File: src/qd_pkg.sv
// qd_pkg: constants and state types for the quad converter register block
// assumes every user of it imports the whole package
package qd_pkg;

  // serial frame: read flag, three spare bits, address, data word
  localparam int unsigned FRAME_BITS = 24;
  localparam int unsigned RW_BIT     = 23;
  localparam int unsigned ADDR_HI    = 19;
  localparam int unsigned ADDR_LO    = 16;
  localparam int unsigned DATA_W     = 16;
  localparam int unsigned NUM_CH     = 4;
  localparam int unsigned ZERO_W     = 9;

  // register addresses inside the 4-bit address field
  localparam logic [3:0] ADDR_CMD   = 4'h0;
  localparam logic [3:0] ADDR_MON   = 4'h1;
  localparam logic [3:0] ADDR_CODE0 = 4'h4;
  localparam logic [3:0] ADDR_ZERO0 = 4'h8;

  // command register fields
  localparam int unsigned RB_SEL_BIT  = 15;
  localparam int unsigned SDO_DIS_BIT = 7;
  localparam int unsigned NOP_BIT     = 6;
  localparam int unsigned GAIN_HI     = 5;
  localparam int unsigned GAIN_LO     = 2;
  localparam int unsigned RSVD_HI     = 1;

  // monitor register fields: bit 11 auxiliary input, 12..15 channels 0..3
  localparam int unsigned MON_HI = 15;
  localparam int unsigned MON_LO = 11;

  // reset values
  localparam logic [3:0]  GAIN_RST = 4'hF;
  localparam logic [4:0]  MON_RST  = 5'h00;
  localparam logic [15:0] CODE_RST = 16'h0000;
  localparam logic [8:0]  ZERO_RST = 9'h000;
  localparam logic [15:0] SIGN_FLIP = 16'h8000;

  // per-channel storage
  typedef struct packed {
    logic [15:0] in_code;
    logic [15:0] latch;
    logic [15:0] core;
    logic [8:0]  zero;
  } qd_chan_t;

  // serial front end and control register state
  typedef struct packed {
    logic        sclk_p;
    logic        cs_p;
    logic [4:0]  cnt;
    logic [23:0] in_sh;
    logic [23:0] out_sh;
    logic        rb_sel;
    logic        serial_out_disable;
    logic [3:0]  gain;
    logic [4:0]  mon;
    logic        sdo_oe_n;
    logic        mon_oe_n;
    logic [3:0]  wr_code;
    logic [3:0]  wr_zero;
    logic [15:0] wdata;
  } qd_state_t;

endpackage

File: src/qd_chan.sv
// qd_chan: one converter channel, input code, converter latch and zero trim
// assumes write strobes are single-cycle pulses from the serial front end
`timescale 1ns/1ps
`default_nettype none

module qd_chan
  import qd_pkg::*;
(
  // clock and reset
  input  wire logic        mclk,
  input  wire logic        rst_n,
  // writes from the front end
  input  wire logic        wr_code,
  input  wire logic        wr_zero,
  input  wire logic [15:0] wdata,
  // latch transfer and output range
  input  wire logic        ldac_n,
  input  wire logic        range_bipolar,
  // stored values
  output logic      [15:0] in_code,
  output logic      [15:0] latch_code,
  output logic      [15:0] core_code,
  output logic      [8:0]  zero_cal
);

  qd_chan_t st_q;
  qd_chan_t st_d;

  always_comb begin
    st_d = st_q;
    if (wr_code) begin
      st_d.in_code = wdata;
    end
    if (wr_zero) begin
      st_d.zero = wdata[ZERO_W-1:0];
    end
    // latch follows the input register only while the load line is low
    if (!ldac_n) begin
      st_d.latch = st_q.in_code;
    end
    // core sees straight binary: bipolar codes get their sign bit flipped
    st_d.core = range_bipolar ? (st_d.latch ^ SIGN_FLIP) : st_d.latch;
  end

  always_ff @(posedge mclk) begin
    if (!rst_n) begin
      st_q <= '0;
    end else begin
      st_q <= st_d;
    end
  end

  assign in_code    = st_q.in_code;
  assign latch_code = st_q.latch;
  assign core_code  = st_q.core;
  assign zero_cal   = st_q.zero;
endmodule

`default_nettype wire

File: src/qd_regs.sv
// qd_regs: serial register block of a quad 16-bit converter
// assumes the serial pins are already synchronous to mclk
`timescale 1ns/1ps
`default_nettype none

module qd_regs
  import qd_pkg::*;
(
  // clock and reset
  input  wire logic        mclk,
  input  wire logic        rst_n,
  // serial port
  input  wire logic        sclk,
  input  wire logic        cs_n,
  input  wire logic        sdi,
  output logic             sdo_o,
  output logic             sdo_oe_n,
  // converter control
  input  wire logic        ldac_n,
  input  wire logic        range_bipolar,
  output logic      [3:0]  gain_x4,
  output logic      [63:0] core_code,
  output logic      [35:0] zero_cal,
  // analogue monitor switch
  output logic      [4:0]  mon_sel,
  output logic             mon_oe_n
);

  qd_state_t st_q;
  qd_state_t st_d;

  logic [15:0] ch_in   [NUM_CH];
  logic [15:0] ch_latch[NUM_CH];

  // frame decode
  logic        sclk_rise;
  logic        sclk_fall;
  logic        cs_rise;
  logic        exec;
  logic        is_rd;
  logic [3:0]  addr;
  logic [15:0] frame_data;
  logic [1:0]  ch_idx;
  logic [15:0] cmd_word;
  logic [15:0] mon_word;
  logic [15:0] rd_word;

  assign sclk_rise  = sclk && !st_q.sclk_p && !cs_n;
  assign sclk_fall  = !sclk && st_q.sclk_p && !cs_n;
  assign cs_rise    = cs_n && !st_q.cs_p;
  // short or long frames are dropped whole, nothing is half-written
  assign exec       = cs_rise && (st_q.cnt == 5'(FRAME_BITS));
  assign is_rd      = st_q.in_sh[RW_BIT];
  assign addr       = st_q.in_sh[ADDR_HI:ADDR_LO];
  assign frame_data = st_q.in_sh[DATA_W-1:0];
  assign ch_idx     = addr[1:0];

  // readback images of the control registers
  always_comb begin
    cmd_word                      = '0;
    cmd_word[RB_SEL_BIT]          = st_q.rb_sel;
    cmd_word[SDO_DIS_BIT]         = st_q.serial_out_disable;
    cmd_word[NOP_BIT]             = 1'b0;
    cmd_word[GAIN_HI:GAIN_LO]     = st_q.gain;
    cmd_word[RSVD_HI:0]           = '0;
    mon_word                      = '0;
    mon_word[MON_HI:MON_LO]       = st_q.mon;
  end

  // read multiplexer, unmapped addresses read as zero
  always_comb begin
    rd_word = '0;
    if (addr == ADDR_CMD) begin
      rd_word = cmd_word;
    end else if (addr == ADDR_MON) begin
      rd_word = mon_word;
    end else if (addr[3:2] == ADDR_CODE0[3:2]) begin
      rd_word = st_q.rb_sel ? ch_latch[ch_idx] : ch_in[ch_idx];
    end else if (addr[3:2] == ADDR_ZERO0[3:2]) begin
      rd_word = {{(DATA_W-ZERO_W){1'b0}}, zero_cal[ch_idx*ZERO_W +: ZERO_W]};
    end
  end

  always_comb begin
    st_d         = st_q;
    st_d.sclk_p  = sclk;
    st_d.cs_p    = cs_n;
    st_d.wr_code = '0;
    st_d.wr_zero = '0;

    // shift in on rising edges, count saturates so overlong frames stay invalid
    if (sclk_rise) begin
      st_d.in_sh = {st_q.in_sh[FRAME_BITS-2:0], sdi};
      if (st_q.cnt != 5'h1F) begin
        st_d.cnt = st_q.cnt + 5'd1;
      end
    end
    // shift out on falling edges so the host samples on the next rising edge
    if (sclk_fall) begin
      st_d.out_sh = {st_q.out_sh[FRAME_BITS-2:0], 1'b0};
    end
    if (cs_rise) begin
      st_d.cnt = '0;
    end

    if (exec && is_rd) begin
      // the answer goes out during the next frame
      st_d.out_sh = {st_q.in_sh[FRAME_BITS-1:DATA_W], rd_word};
    end else if (exec) begin
      if (addr == ADDR_CMD) begin
        // no-operation and reserved bits are simply not stored
        st_d.rb_sel = frame_data[RB_SEL_BIT];
        st_d.serial_out_disable   = frame_data[SDO_DIS_BIT];
        st_d.gain   = frame_data[GAIN_HI:GAIN_LO];
      end else if (addr == ADDR_MON) begin
        // more than one bit set is the host's fault; stored as written
        st_d.mon = frame_data[MON_HI:MON_LO];
      end else if (addr[3:2] == ADDR_CODE0[3:2]) begin
        st_d.wr_code[ch_idx] = 1'b1;
      end else if (addr[3:2] == ADDR_ZERO0[3:2]) begin
        st_d.wr_zero[ch_idx] = 1'b1;
      end
      st_d.wdata = frame_data;
    end

    // one cycle behind cs_n; the pin floats outside frames or when disabled
    st_d.sdo_oe_n = st_d.serial_out_disable || cs_n;
    st_d.mon_oe_n = (st_d.mon == MON_RST);
  end

  always_ff @(posedge mclk) begin
    if (!rst_n) begin
      st_q          <= '0;
      st_q.sclk_p   <= 1'b0;
      st_q.cs_p     <= 1'b1;
      st_q.gain     <= GAIN_RST;
      st_q.mon      <= MON_RST;
      st_q.sdo_oe_n <= 1'b1;
      st_q.mon_oe_n <= 1'b1;
    end else begin
      st_q <= st_d;
    end
  end

  // four identical channels
  genvar gi;
  generate
    for (gi = 0; gi < NUM_CH; gi++) begin : g_ch
      qd_chan u_chan (
        .mclk          (mclk),
        .rst_n         (rst_n),
        .wr_code       (st_q.wr_code[gi]),
        .wr_zero       (st_q.wr_zero[gi]),
        .wdata         (st_q.wdata),
        .ldac_n        (ldac_n),
        .range_bipolar (range_bipolar),
        .in_code       (ch_in[gi]),
        .latch_code    (ch_latch[gi]),
        .core_code     (core_code[gi*DATA_W +: DATA_W]),
        .zero_cal      (zero_cal[gi*ZERO_W +: ZERO_W])
      );
    end
  endgenerate

  assign sdo_o    = st_q.out_sh[FRAME_BITS-1];
  assign sdo_oe_n = st_q.sdo_oe_n;
  assign gain_x4  = st_q.gain;
  assign mon_sel  = st_q.mon;
  assign mon_oe_n = st_q.mon_oe_n;
endmodule

`default_nettype wire

File: config.mk
export PLATFORM = sky130hd
export DESIGN_NAME = qd_regs
export DESIGN_NICKNAME = d
export VERILOG_FILES = /design/src/qd_pkg.sv /design/src/qd_chan.sv /design/src/qd_regs.sv
export SDC_FILE = /design/constraint.sdc
export NUM_CORES = 1
export LEC_CHECK = 0
export CORE_AREA = 2 2 146 148
export DETAILED_ROUTE_END_ITERATION = 16
export DIE_AREA = 0 0 148 150
export DONT_BUFFER_PORTS = 1
export GPL_ROUTABILITY_DRIVEN = 0
export PLACE_DENSITY = 0.72
export SLEW_MARGIN = 30
export SYNTH_ARGS = -nofsm -noshare
export SYNTH_HDL_FRONTEND = slang
export SYNTH_SLANG_ARGS = --single-unit
File: constraint.sdc
create_clock -name mclk -period 1.83 [get_ports mclk]
set_input_delay 0.2745 -clock mclk [delete_from_list [all_inputs] [get_ports mclk]]
set_output_delay 0.2745 -clock mclk [all_outputs]
set_load 0.05 [all_outputs]
==> reports/results.ini <==
[status]
outcome = finished, final reports clean

[min_path]
hold_depth = 2
hold_end = g_ch[2].u_chan.core_code[15]
hold_path_startpoint = range_bipolar
hold_class = in2reg

[synth]
syn-num-nets = 1219
yosysUniqueCellTypes = 54
synth_cells = 1209
synth_area_per_cell_sq_um = 9.53
yosysMostFrequentCell = dfxtp_1
synth_edf_count = 0
yosys_warnings = 0
yosys.area.top_type = dfxtp_1
async_flop_share_pct = 0
synth_commonest_cells = dfxtp_1 (260), mux2i_1 (232), nor2_1 (166)
yosysSeqAreaShare_pct = 45.2
syn-cell-area_sq_um = 11500
synth_top_area_share_pct = 45.2
ys_seq_elements = 260
synth_ff_type = dfxtp_1
yosys-top-cells-area = dfxtp_1 (45%), mux2i_1 (20%), nor2_1 (5.4%), buf_4 (5.0%), nand2_1 (4.1%)

[finish]
seq_area_sq_um = 5220
n_fill_cell = 1657
fin_nets = 1280
multi_input_area_sq_um = 5350
fin_area_sq_um = 13600
syn2layout_area_growth_pct = 18.3
num_antenna_cells = 0
drive_above_1_share_pct = 19.8

[power_and_ir_drop]
p_per_area_nw_per_um2 = 868
leakagePower_nw = 4.96
ir_drop_mv = 0.663

[clocking]
cts_max_level = 1
cts_tree = built
cts_sinks = 260
cts_buffers = 27
insertion_delay_ps = 520
cts_buffer_depth = 3
cts_root_buffer = clkbuf_16
clkTransAtPathRegs_ps = 60

[drt]
drt_pass1_iterations = 5
wire_per_inst_um = 19.6
topRoutingLayerUsed = met4
drtIter0Drc = 610
wl_met1_um = 13000
wl_met3_um = 2520
viasPerCell = 5.61
drc = 0
wl_met2_um = 14400
vias = 8778
ant_nets = 0
wirelength_um = 30600

[floorplan]
rows = 53
start_util_pct = 55.7
die_w_um = 148
core_sq_um = 20700
die_h_um = 150
io_pins = 119
die_area_sq_um = 22200

[worst_setup_path]
crit_fanout = 15
r2r_end = st_q[45]
worstPathRequired_ps = 2230
r2r-start = addr[1]
worst-setup-path-type = reg2reg
worst_setup_path_end_kind = flop
cp_data_arrival_time_ps = 2180
start_kind = flop
r2r_cells = 6
r2r_slack_ps = 50

[sta]
slew_headroom_pct = 59.1
maxSlewViolCount = 0
final_hold_viol_count = 0
skew_ps = 6.69
finalCriticalPeriod_ps = 1780
fin_crit_sh_pct = 97.2
final-setup-viol-count = 0
worstMarginPinSlew_ps = 613
max_freq_mhz = 562
hold_ws_ps = 15.6

[global_route]
grt_pass1_wl_um = 47200
antenna_found_initial = 0
gr-usage-all-layers_pct = 26.9
grt_overflow = 0
first_global_vias = 8553
grt_max_degree = 74

[place]
numPortBuffers = 0
placed_cell_area_sq_um = 12100
place_hpwl_um = 19700

[run]
maxCapViolCount = 0

## registers in the layout (all words and copies together), names as in the netlist, 2 cells and up
register                flops
frame_data                 16
g_ch.u_chan.core_code      64
g_ch.u_chan.zero_cal       36
addr                        4
gain_x4                     4
mon_sel                     5
g_ch.u_chan.latch_code      4
st_q                       57
g_ch.u_chan.in_code        64
cmd_word                    2
## layout make-up
type	instances	share of cell area [%]
multi-input combinational	777	39.2
sequential	260	38.3
timing repair buffer	198	12.7
clock buffer	35	5.62
tap	275	2.53
clock inverter	14	1.46
inverter	6	0.184
## through the flow
step	setup slack, ps	util, %	total power, W	cells	TNS [ps]
6_report	51.6	65.9	0.0118	1565	0
4_1_cts	-21.7	65.3	0.0119	1558	-21.7
2_1_floorplan	80.6	-	0.00601	1209	0
3_3_place_gp	7.64	58.7	0.00601	1472	0
5_1_grt	-0.510	65.9	0.0122	1565	-0.510
3_5_place_dp	-19.5	58.7	0.00602	1472	-31.8
## what timing repair did
action | in CTS | in global routing
endpoints found under the setup margin | 2 | 20
hold endpoints to repair | 119 | 0
hold buffers | 35 | 0
gates cloned | 0 | 1
setup buffers | 2 | 6
pin swaps | 3 | 3
gates resized for setup | 4 | 12
## cells in the final DEF (no fill, tap or decap), types with 3 or more instances in the layout
cell           count
inv_1              5
o2bb2ai_1          4
clkbuf_8           6
xnor2_1            4
bufinv_16          5
a211oi_1           9
o21ai_0            9
dlygate4sd3_1     33
nand2_1          127
nand3_1           19
a21boi_0          19
mux2i_1          230
xor2_1             3
clkinv_2           8
nor2b_1           23
buf_4            153
mux2_2            17
buf_12             8
nor2_1           166
clkbuf_16         28
dfxtp_1          256
mux4_2             6
o22ai_1           28
o31ai_1            8
and2_1             6
a311oi_1           7
nor3_1             7
a21oi_1           45
## power breakdown
group          leakage, nW  internal [W]  switching (W)
clock                0.484       0.00364        0.00223
combinational         2.38      0.000105       0.000158
sequential            2.10       0.00567      0.0000302
## worst max-delay path, cell delays in order (launching register included)
cell,delay [ps]
dfxtp_4,490
buf_16,210
mux2i_2,330
o22ai_1,150
buf_4,150
o31ai_1,230
a21oi_1,90
## cells by family (layout without fill, tap and decap cells)
kind of cell | count (synthesis) | in the layout | share of synthesized area, %
adders and majority gates | 3 | 3 | 0.326
buffers and inverters | 172 | 253 | 8.84
and+or+nand+nor | 373 | 373 | 14.4
muxes | 255 | 255 | 23.0
AOI/OAI and AO/OA | 139 | 139 | 7.80
DFF | 260 | 260 | 45.2
xor gates and xnor gates | 7 | 7 | 0.532
## per-layer routing
metal / up-vias / track usage [%]
met4: 0 / 8.05
met1: 4237 / 35.4
li1: 4194 / -
met2: 295 / 43.9
met3: 52 / 6.74
met5: - / 0
## worst max-delay path by stage
| stage | from | endpoint | slack, ps |
|---|---|---|---|
| floorplan | st_q[85] | st_q[88] | 80 |
| global placement | addr[1] | st_q[45] | 8 |
| detailed placement | st_q[85] | st_q[88] | -20 |
| CTS | st_q[85] | st_q[88] | -20 |
| global route | cmd_word[15] | st_q[43] | -0.5 |
| finish | addr[1] | st_q[45] | 50 |
Note: power is estimated with default switching activity, not from simulation.
